## config.mk

```make
export PLATFORM = sky130hd
export DESIGN_NAME = iap_flash_ctrl
export DESIGN_NICKNAME = d
export VERILOG_FILES = /design/src/rtl/iap_pkg.sv /design/src/rtl/iap_flash_ctrl.sv
export SDC_FILE = /design/constraint.sdc
export NUM_CORES = 1
export LEC_CHECK = 0
export BUFFER_PORTS_ARGS = -buffer_cell sky130_fd_sc_hd__buf_2
export CELL_PAD_IN_SITES_DETAIL_PLACEMENT = 2
export CELL_PAD_IN_SITES_GLOBAL_PLACEMENT = 2
export CORE_MARGIN = 2
export CORE_UTILIZATION = 41
export DETAILED_ROUTE_END_ITERATION = 8
export HOLD_SLACK_MARGIN = 0.02
export PLACE_DENSITY = 0.8
export SKIP_LAST_GASP = 1
export SYNTH_ARGS = -nofsm -noshare
export SYNTH_HDL_FRONTEND = slang
export SYNTH_SLANG_ARGS = --single-unit
```

## constraint.sdc

```tcl
create_clock -name clk_sys -period 3.1 [get_ports clk_sys]
set_clock_uncertainty 0.05 [all_clocks]
set_input_delay 0.155 -clock clk_sys [delete_from_list [all_inputs] [get_ports clk_sys]]
set_output_delay 0.155 -clock clk_sys [all_outputs]
set_load 0.01 [all_outputs]
```

## src/rtl/iap_pkg.sv

```systemverilog
// constants, types and behaviour list of the flash programming controller
// Function
// - op code 110 unlocks; erase/write need unlock
// - unlock trigger starts timer; cleared on expiry
// - expiry clears unlock trigger whatever key
// - correct key sets modify_granted, wrong leaves low
// - writing zero to modify_granted disables at once
// - program_go starts erase/write, cleared when done
// - fetch_enable low blocks every read
// - fetch_go starts read, cleared when read done
// - cpu stalled while read/erase/write runs
// - writing 55H to reset key resets chip
// - buffer_wipe empties buffer, self clears, bits7~1 zero
// - buffer holds 32 words, page from bits 12~5
// - erased page reads back as 0000h
// - op codes: 000 write, 001 erase, 011 read
// - high byte write loads word, bumps address; the code holds it at the last word of the page
// - buffer cleared automatically after write finishes
// - erase/write keeps program_go high 2.2ms
package iap_pkg;
    // register byte offsets on the bus
    localparam logic [7:0] OFS_MAIN = 8'h00;
    localparam logic [7:0] OFS_RSTKEY = 8'h04;
    localparam logic [7:0] OFS_WIPE = 8'h08;
    localparam logic [7:0] OFS_ADDRL = 8'h0C;
    localparam logic [7:0] OFS_ADDRH = 8'h10;
    localparam logic [7:0] OFS_D0L = 8'h14;
    localparam logic [7:0] OFS_D0H = 8'h18;
    localparam logic [7:0] OFS_D1L = 8'h1C;
    localparam logic [7:0] OFS_D1H = 8'h20;
    localparam logic [7:0] OFS_D2L = 8'h24;
    localparam logic [7:0] OFS_D2H = 8'h28;
    localparam logic [7:0] OFS_D3L = 8'h2C;
    localparam logic [7:0] OFS_D3H = 8'h30;
    // field positions in the main control register and the wipe register
    localparam int BIT_GRANT = 7;
    localparam int BIT_UNLOCK = 3;
    localparam int BIT_PROG = 2;
    localparam int BIT_FEN = 1;
    localparam int BIT_FGO = 0;
    localparam int BIT_WIPE = 0;
    // operation select codes
    localparam logic [2:0] OP_WRITE = 3'h0;
    localparam logic [2:0] OP_ERASE = 3'h1;
    localparam logic [2:0] OP_READ = 3'h3;
    localparam logic [2:0] OP_UNLOCK = 3'h6;
    // unlock key, low bytes of pairs 1..3 then high bytes
    localparam logic [7:0] KEY1L = 8'h00;
    localparam logic [7:0] KEY2L = 8'h0D;
    localparam logic [7:0] KEY3L = 8'hC3;
    localparam logic [7:0] KEY1H = 8'h04;
    localparam logic [7:0] KEY2H = 8'h09;
    localparam logic [7:0] KEY3H = 8'h40;
    localparam logic [7:0] RST_KEY_VAL = 8'h55;
    localparam logic [7:0] REG_RST = 8'h00;
    localparam logic [1:0] RESP_OKAY = 2'h0;
    localparam logic [1:0] RESP_SLVERR = 2'h2;
    // timing
    localparam real CLK_MHZ = 10.0;
    localparam real PROG_TIME_MS = 2.2;
    localparam int PROG_CYC_DEF = $rtoi(PROG_TIME_MS * CLK_MHZ * 1000.0);
    localparam int UNLOCK_CYC_DEF = 256;
    localparam int READ_CYC = 3;
    localparam int PAGE_WORDS = 32;

    typedef struct packed {
        logic erase;
        logic we;
        logic rd;
        logic [12:0] addr;
        logic [15:0] wdata;
    } iap_fl_cmd_t;

    typedef enum logic [4:0] {
        S_IDLE = 5'h01,
        S_UNLOCK = 5'h02,
        S_ERASE = 5'h04,
        S_PROG = 5'h08,
        S_READ = 5'h10
    } iap_state_t;
endpackage

```

## src/rtl/iap_flash_ctrl.sv

```systemverilog
// flash programming controller with axi4-lite register slave
//
// Chosen here: the AXI4-Lite register port and the address map.
`timescale 1ns/1ps
module iap_flash_ctrl
    import iap_pkg::*;
#(
    parameter int PROG_CYC = PROG_CYC_DEF,
    parameter int UNLOCK_CYC = UNLOCK_CYC_DEF
) (
    input wire logic clk_sys,
    input wire logic rstn,
    input wire logic [7:0] awaddr,
    input wire logic awvalid,
    output logic awready,
    input wire logic [31:0] wdata,
    input wire logic [3:0] wstrb,
    input wire logic wvalid,
    output logic wready,
    output logic [1:0] bresp,
    output logic bvalid,
    input wire logic bready,
    input wire logic [7:0] araddr,
    input wire logic arvalid,
    output logic arready,
    output logic [31:0] rdata,
    output logic [1:0] rresp,
    output logic rvalid,
    input wire logic rready,
    output iap_fl_cmd_t fl_cmd,
    input wire logic [15:0] fl_rdata,
    output logic cpu_stall,
    output logic chip_reset
);
    logic aw_got, w_got, wlane;
    logic [7:0] waddr, wbyte, rd_val;
    logic wr_fire, w_hit, ar_hit, wr_en;
    logic wr_main, wr_key, wr_wipe, wr_d0h;
    logic granted, unlock_trig, prog_go, fetch_en, fetch_go;
    logic [2:0] op_sel;
    logic [7:0] rst_key;
    logic buffer_wipe;
    logic [12:0] addr_reg;
    logic [7:0] dreg [0:7];
    logic [15:0] wbuf [0:PAGE_WORDS-1];
    logic [PAGE_WORDS-1:0] word_valid;
    iap_state_t state, next_state;
    logic [14:0] tmr;
    logic idle, key_ok, unlock_end, op_end, read_end, grant_set;
    logic go_unlock, go_erase, go_prog, go_read;
    logic clr_unlock, clr_prog, clr_fetch;

    // decode of a completed write; bytes sit in lane 0, other lanes ignored
    assign wr_fire = aw_got && w_got && !bvalid;
    assign w_hit = (waddr[1:0] == 2'h0) && (waddr <= OFS_D3H);
    assign ar_hit = (araddr[1:0] == 2'h0) && (araddr <= OFS_D3H);
    assign wr_en = wr_fire && wlane && w_hit;
    assign wr_main = wr_en && (waddr == OFS_MAIN);
    assign wr_key = wr_en && (waddr == OFS_RSTKEY);
    assign wr_wipe = wr_en && (waddr == OFS_WIPE);
    assign wr_d0h = wr_en && (waddr == OFS_D0H);

    // write address/data taken in either order, one response after both
    always_ff @(posedge clk_sys) begin
        if (!rstn) begin
            awready <= 1'b1;
            wready <= 1'b1;
            aw_got <= 1'b0;
            w_got <= 1'b0;
            bvalid <= 1'b0;
            bresp <= RESP_OKAY;
            waddr <= 8'h00;
            wbyte <= 8'h00;
            wlane <= 1'b0;
        end else begin
            if (awvalid && awready) begin
                waddr <= awaddr;
                aw_got <= 1'b1;
                awready <= 1'b0;
            end
            if (wvalid && wready) begin
                wbyte <= wdata[7:0];
                wlane <= wstrb[0];
                w_got <= 1'b1;
                wready <= 1'b0;
            end
            if (wr_fire) begin
                bvalid <= 1'b1;
                bresp <= w_hit ? RESP_OKAY : RESP_SLVERR;
                aw_got <= 1'b0;
                w_got <= 1'b0;
            end
            if (bvalid && bready) begin
                bvalid <= 1'b0;
                awready <= 1'b1;
                wready <= 1'b1;
            end
        end
    end

    // read mux; unused upper bits and unmapped words read zero
    always_comb begin
        rd_val = 8'h00;
        case (araddr)
            OFS_MAIN: rd_val = {granted, op_sel, unlock_trig, prog_go, fetch_en, fetch_go};
            OFS_RSTKEY: rd_val = rst_key;
            OFS_WIPE: rd_val = {7'h00, buffer_wipe};
            OFS_ADDRL: rd_val = addr_reg[7:0];
            OFS_ADDRH: rd_val = {3'h0, addr_reg[12:8]};
            OFS_D0L: rd_val = dreg[0];
            OFS_D0H: rd_val = dreg[1];
            OFS_D1L: rd_val = dreg[2];
            OFS_D1H: rd_val = dreg[3];
            OFS_D2L: rd_val = dreg[4];
            OFS_D2H: rd_val = dreg[5];
            OFS_D3L: rd_val = dreg[6];
            OFS_D3H: rd_val = dreg[7];
            default: rd_val = 8'h00;
        endcase
    end

    // read channel answers one cycle after the address is taken
    always_ff @(posedge clk_sys) begin
        if (!rstn) begin
            arready <= 1'b1;
            rvalid <= 1'b0;
            rdata <= 32'h0;
            rresp <= RESP_OKAY;
        end else if (arvalid && arready) begin
            arready <= 1'b0;
            rvalid <= 1'b1;
            rdata <= {24'h0, rd_val};
            rresp <= ar_hit ? RESP_OKAY : RESP_SLVERR;
        end else if (rvalid && rready) begin
            rvalid <= 1'b0;
            arready <= 1'b1;
        end
    end

    // sequencer decisions; one operation at a time, unlock first
    assign idle = (state == S_IDLE);
    assign key_ok = (dreg[2] == KEY1L) && (dreg[4] == KEY2L) && (dreg[6] == KEY3L) &&
                    (dreg[3] == KEY1H) && (dreg[5] == KEY2H) && (dreg[7] == KEY3H);
    assign unlock_end = (state == S_UNLOCK) && (tmr == 15'(UNLOCK_CYC - 1));
    assign op_end = ((state == S_ERASE) || (state == S_PROG)) && (tmr == 15'(PROG_CYC - 1));
    assign read_end = (state == S_READ) && (tmr == 15'(READ_CYC - 1));
    // key judged only at expiry, so late bytes never grant
    assign grant_set = unlock_end && key_ok;
    assign go_unlock = idle && unlock_trig && (op_sel == OP_UNLOCK);
    assign go_erase = idle && !unlock_trig && prog_go && granted && (op_sel == OP_ERASE);
    assign go_prog = idle && !unlock_trig && prog_go && granted && (op_sel == OP_WRITE);
    assign go_read = idle && !unlock_trig && !prog_go && fetch_go && fetch_en && (op_sel == OP_READ);
    // a trigger that cannot start is dropped at once instead of hanging
    assign clr_unlock = unlock_end || (idle && unlock_trig && !go_unlock);
    assign clr_prog = op_end || (idle && !unlock_trig && prog_go && !go_erase && !go_prog);
    assign clr_fetch = read_end || (idle && !unlock_trig && !prog_go && fetch_go && !go_read);

    always_comb begin
        next_state = state;
        case (state)
            S_IDLE: begin
                if (go_unlock) begin
                    next_state = S_UNLOCK;
                end else if (go_erase) begin
                    next_state = S_ERASE;
                end else if (go_prog) begin
                    next_state = S_PROG;
                end else if (go_read) begin
                    next_state = S_READ;
                end
            end
            S_UNLOCK: next_state = unlock_end ? S_IDLE : S_UNLOCK;
            S_ERASE: next_state = op_end ? S_IDLE : S_ERASE;
            S_PROG: next_state = op_end ? S_IDLE : S_PROG;
            S_READ: next_state = read_end ? S_IDLE : S_READ;
            default: next_state = S_IDLE;
        endcase
    end

    // state, timer and cpu hold; unlock does not stall the cpu
    always_ff @(posedge clk_sys) begin
        if (!rstn) begin
            state <= S_IDLE;
            tmr <= 15'h0;
            cpu_stall <= 1'b0;
        end else begin
            state <= next_state;
            tmr <= (next_state != state) ? 15'h0 : tmr + 15'h1;
            cpu_stall <= (next_state != S_IDLE) && (next_state != S_UNLOCK);
        end
    end

    // main control; hardware set of the grant wins over a software clear
    always_ff @(posedge clk_sys) begin
        if (!rstn) begin
            granted <= 1'b0;
            op_sel <= 3'h0;
            unlock_trig <= 1'b0;
            prog_go <= 1'b0;
            fetch_en <= 1'b0;
            fetch_go <= 1'b0;
        end else begin
            if (clr_unlock) unlock_trig <= 1'b0;
            if (clr_prog) prog_go <= 1'b0;
            if (clr_fetch) fetch_go <= 1'b0;
            if (wr_main) begin
                op_sel <= wbyte[6:4];
                unlock_trig <= wbyte[BIT_UNLOCK];
                prog_go <= wbyte[BIT_PROG];
                fetch_en <= wbyte[BIT_FEN];
                fetch_go <= wbyte[BIT_FGO];
                if (!wbyte[BIT_GRANT]) granted <= 1'b0;
            end
            if (grant_set) granted <= 1'b1;
        end
    end

    // chip reset key, one-cycle reset request on the magic value
    always_ff @(posedge clk_sys) begin
        if (!rstn) begin
            rst_key <= REG_RST;
            chip_reset <= 1'b0;
        end else begin
            if (wr_key) rst_key <= wbyte;
            chip_reset <= wr_key && (wbyte == RST_KEY_VAL);
        end
    end

    // wipe bit self clears one cycle after it is set
    always_ff @(posedge clk_sys) begin
        if (!rstn) begin
            buffer_wipe <= 1'b0;
        end else if (wr_wipe) begin
            buffer_wipe <= wbyte[BIT_WIPE];
        end else begin
            buffer_wipe <= 1'b0;
        end
    end

    // address pair; stops at the last word of the page
    always_ff @(posedge clk_sys) begin
        if (!rstn) begin
            addr_reg <= 13'h0;
        end else if (wr_en && (waddr == OFS_ADDRL)) begin
            addr_reg[7:0] <= wbyte;
        end else if (wr_en && (waddr == OFS_ADDRH)) begin
            addr_reg[12:8] <= wbyte[4:0];
        end else if (wr_d0h && (addr_reg[4:0] != 5'h1F)) begin
            addr_reg <= addr_reg + 13'h1;
        end
    end

    // data registers; a finished read lands in the first pair
    always_ff @(posedge clk_sys) begin
        if (!rstn) begin
            for (int i = 0; i < 8; i++) dreg[i] <= REG_RST;
        end else if (read_end) begin
            dreg[0] <= fl_rdata[7:0];
            dreg[1] <= fl_rdata[15:8];
        end else if (wr_en && (waddr >= OFS_D0L)) begin
            dreg[3'((waddr - OFS_D0L) >> 2)] <= wbyte;
        end
    end

    // buffer words carry no reset; only their valid bits do
    always_ff @(posedge clk_sys) begin
        if (wr_d0h) wbuf[addr_reg[4:0]] <= {wbyte, dreg[0]};
    end

    always_ff @(posedge clk_sys) begin
        if (!rstn) begin
            word_valid <= '0;
        end else begin
            if (buffer_wipe || (op_end && (state == S_PROG))) word_valid <= '0;
            // a load in the wipe cycle survives, the set wins
            if (wr_d0h) word_valid[addr_reg[4:0]] <= 1'b1;
        end
    end

    // flash commands; page words stream out in the first 32 cycles
    always_ff @(posedge clk_sys) begin
        if (!rstn) begin
            fl_cmd <= '0;
        end else begin
            fl_cmd <= '0;
            if (go_erase) begin
                fl_cmd.erase <= 1'b1;
                fl_cmd.addr <= {addr_reg[12:5], 5'h00};
            end else if (go_read) begin
                fl_cmd.rd <= 1'b1;
                fl_cmd.addr <= addr_reg;
            end else if ((state == S_PROG) && (tmr[14:5] == 10'h0) && word_valid[tmr[4:0]]) begin
                fl_cmd.we <= 1'b1;
                fl_cmd.addr <= {addr_reg[12:5], tmr[4:0]};
                fl_cmd.wdata <= wbuf[tmr[4:0]];
            end
        end
    end
endmodule

```

==> out/results.md <==
| Step | Quantity | This run |
| --- | --- | --- |
| status | Result of the run | finished, final reports clean |
| logic synthesis | Register bit total from synthesis | 726 |
| routing | Via/cell ratio | 6.21 |
| final layout | Number of nets in the layout | 2167 |
| timing | Transition time at the pin with the least slew margin | 1.30 ns |
| final layout | Layout cell share with drive strength beyond 1 | 0.240 |
| routing | Metal-1 WL | 40800 um |
| placement | HPWL Detailed | 64000 um |
| routing | ANT nets after route | 0 |
| timing | Highest achievable clock rate | 328 MHz |
| clock network | Reg clk slew, reported paths | 0.06 ns |
| die | Starting Density | 0.414 |
| final layout | Commonest cells after routing, fill and taps aside | sky130_fd_sc_hd__edfxtp_1, sky130_fd_sc_hd__mux4_2, sky130_fd_sc_hd__nand2_1 |
| final layout | Final Non-Filler Cells | 3099 |
| timing | Final number of hold-violating endpoints | 0 |
| die | Area of the core | 0.0715 mm^2 |
| timing | Summed negative setup slack over all endpoints | 0 ns |
| placement | Final weighted congestion in routability-driven placement | 0.883 |
| logic synthesis | Post-synthesis cell type with the largest combined area | sky130_fd_sc_hd__edfxtp_1 |
| routing | Routed wire length on met2 | 54300 um |
| logic synthesis | Cell area after synthesis | 0.0296 mm^2 |
| timing | Worst slew margin | 0.130 |
| setup path | CP Max Fanout | 16 |
| logic synthesis | Number of standard cells after synthesis | 1872 |
| routing | Detailed-route wire length | 108000 um |
| clock network | Setup bufs post-CTS | 0 |
| die | Die ar. | 0.0743 mm^2 |
| setup path | Worst setup path category | register to register |
| power | Worst ir drop on vdd | 371 uV |
| routing | Average detailed-routed wire length per instance | 34.8 um |
| timing | Count of final setup violators | 0 |
| logic synthesis | Average size of a mapped cell | 15.8 um^2 |
| placement | # port buffers | 96 |
| logic synthesis | Ys flop type | sky130_fd_sc_hd__edfxtp_1 |
| routing | Highest signal layer in the routed design | met4 |
| logic synthesis | Area share of the largest cell type after synthesis | 0.585 |
| final layout | Fillcell total | 6566 |
| grt | Antenna violations before repair | 4 |
| timing | Post-route minimum period | 3.05 ns |
| routing | Starting DRC count in detailed routing | 2131 |
| grt | Overflow left after global routing | 0 |
| timing | Final Max Tran Viols | 0 |
| grt | Global-route wire length before repair | 155000 um |
| clock network | Clock tree from TritonCTS | built |
| clock network | Maximum number of buffers from clock root to sink | 3 |
| logic synthesis | Cells taking the most area after synthesis | sky130_fd_sc_hd__edfxtp_1, sky130_fd_sc_hd__mux4_2, sky130_fd_sc_hd__dfxtp_1, sky130_fd_sc_hd__nand2_1, sky130_fd_sc_hd__nor2_1 |
| final layout | Most common library cell in the layout ignoring fill and taps | sky130_fd_sc_hd__edfxtp_1 |
| clock network | Clk_lat worst skew | 0.66 ns |
| final layout | Layout overhead on the synthesized area | 17.9% |
| routing | Initial DRT Pass Iterations | 5 |
| die | Chip width | 273 um |
| logic synthesis | Number of library cell types mapped by synthesis | 75 |
| die | Rows | 98 |
| routing | Routed vias | 19254 |
| setup path | Category of the worst setup path capture point | register |
| setup path | Req. time, crit path | 3.35 ns |
| grt | Pin count of the biggest net entering global routing | 130 |
| hold path | Path class of the lowest-slack min-delay path | input pin to register |
| clock network | H-tree levels | 3 |
| logic synthesis | Share of the yosys chip area belonging to registers | 0.687 |
| clock network | Number of sinks driven by the clock tree | 726 |
| setup path | Arr. time, crit path | 3.30 ns |
| setup path | Setup crit start kind | register |
| routing | DR DRC count | 0 |
| run | Max cap viols | 0 |
| logic synthesis | Number of synthesized flops with an enable pin | 576 |
| power | Total Power Consumption | 21500 uW |
| routing | Length of routed met3 wiring | 6800 um |
| logic synthesis | Fraction of synthesis flops using an asynchronous set or reset pin | 0 |
| clock network | Number of clock buffers inserted by TritonCTS | 80 |
| clock network | CTS root buffer | sky130_fd_sc_hd__clkbuf_16 |
| power | Pwr/cell area | 618 mW/mm^2 |
| grt | Global-route usage over all layers | 0.292 |
| final layout | Number of flip-flops in the largest register | 512 |
| die | Count of boundary I/O pins | 150 |
| logic synthesis | Syn. warnings | 0 |
| timing | Post-route clock period utilization | 0.984 |
| placement | Count of placed standard cells including taps | 2896 |
| power | Leakage power | 0.0116 uW |
| grt | Number of global-route vias before repair | 21024 |
| die | Height of the die | 273 um |
power breakdown:
| part | leakage, uW | internal (uW) | total [uW] | switching (uW) |
|---|---|---|---|---|
| clock network | 0.00129 | 5440 | 9700 | 4250 |
| registers | 0.00642 | 10500 | 10600 | 88.4 |
| logic | 0.00385 | 500 | 1220 | 721 |
| total | 0.0116 | 16500 | 21500 | 5060 |
path summary, 6_finish.rpt:
path,start,end,slack [ns],depth (start not counted)
worst max-delay path,waddr[7],wbuf[21][7],0.05,6
worst min-delay path,araddr[3],rdata[2],0.05,3
worst max register to register,waddr[7],wbuf[21][7],0.05,6
worst min register to register,word_valid[31],word_valid[31],0.41,2
repair_timing:
item / 4_1_cts / 5_1_grt
setup endpoints to repair: 36 / 186
endpoints found under the hold margin: 47 / 0
resized for setup: 1 / 9
hold buffers: 52 / 0
cells by family after synthesis:
kind of cell             synth area share
other                            0.000127
flip-flops                          0.687
buffers and inverters              0.0245
AO/OA/AOI/OAI                      0.0517
XOR/XNOR                          0.00770
multiplexers                        0.138
adder cells (fa/ha/maj)           0.00508
AND/OR/NAND/NOR                    0.0863
synthesized netlist by cell type, drive strengths merged, types with 3 or more instances:
library cell and n:
o21bai 3, or3 4, edfxtp 576, mux2i 24
a21o 3, a21oi 79, or4 4, nand2b 5
nor3 20, o211ai 3, buf 59, xnor2 12
a32o 17, dfxtp 150, and2 32, mux4 167
nor2 119, ha 12, nand4 14, and3 45
a211oi 3, clkbuf 85, xor2 14, inv 18
a32oi 18, mux2 7, nor4bb 3, nand3b 10
nor3b 9, a31oi 10, a22oi 17, nor2b 6
o21a 3, nor4b 9, o22ai 4, o21ai 50
a22o 6, nand3 52, nand2 162, nor4 8
critical path, cell delays in order, from the launching register on:
cell,delay [ns]
sky130_fd_sc_hd__dfxtp_1,0.33
sky130_fd_sc_hd__or4_4,0.58
sky130_fd_sc_hd__nor4b_4,0.37
sky130_fd_sc_hd__and2_1,0.43
sky130_fd_sc_hd__nand2_2,0.28
sky130_fd_sc_hd__nor2_1,0.24
sky130_fd_sc_hd__buf_4,0.40
routing by layer:
layer / vias up / track usage
met3: 357 / 0.0452
li1: 7687 / -
met2: 1046 / 0.495
met5: - / 0
met4: 0 / 0.151
met1: 10164 / 0.365
layout make-up:
cell class                 count  area, um^2  share of cell area
clock inverter                47         443              0.0127
clock buffer                 102        2180              0.0625
multi-input combinational   1009        8680               0.249
tap                          950        1190              0.0341
antenna                        2        5.00            0.000144
timing repair buffer         245        1970              0.0565
inverter                      18        67.6             0.00194
sequential                   726       20300               0.583
through the flow:
| step | worst slack (ns) | area, um^2 | hold slack, ns | util |
|---|---|---|---|---|
| 2_1_floorplan | 0.0781 | 29700 | 0.205 | - |
| 3_3_place_gp | 0.295 | 31700 | 0.314 | 0.443 |
| 3_5_place_dp | 0.0412 | 31700 | 0.337 | 0.443 |
| 4_1_cts | -0.0113 | 34800 | 0.0207 | 0.487 |
| 5_1_grt | -0.0175 | 34800 | 0.108 | 0.487 |
| 6_report | 0.0505 | 34800 | 0.0486 | 0.487 |
Power figures use the tool's default switching activity.
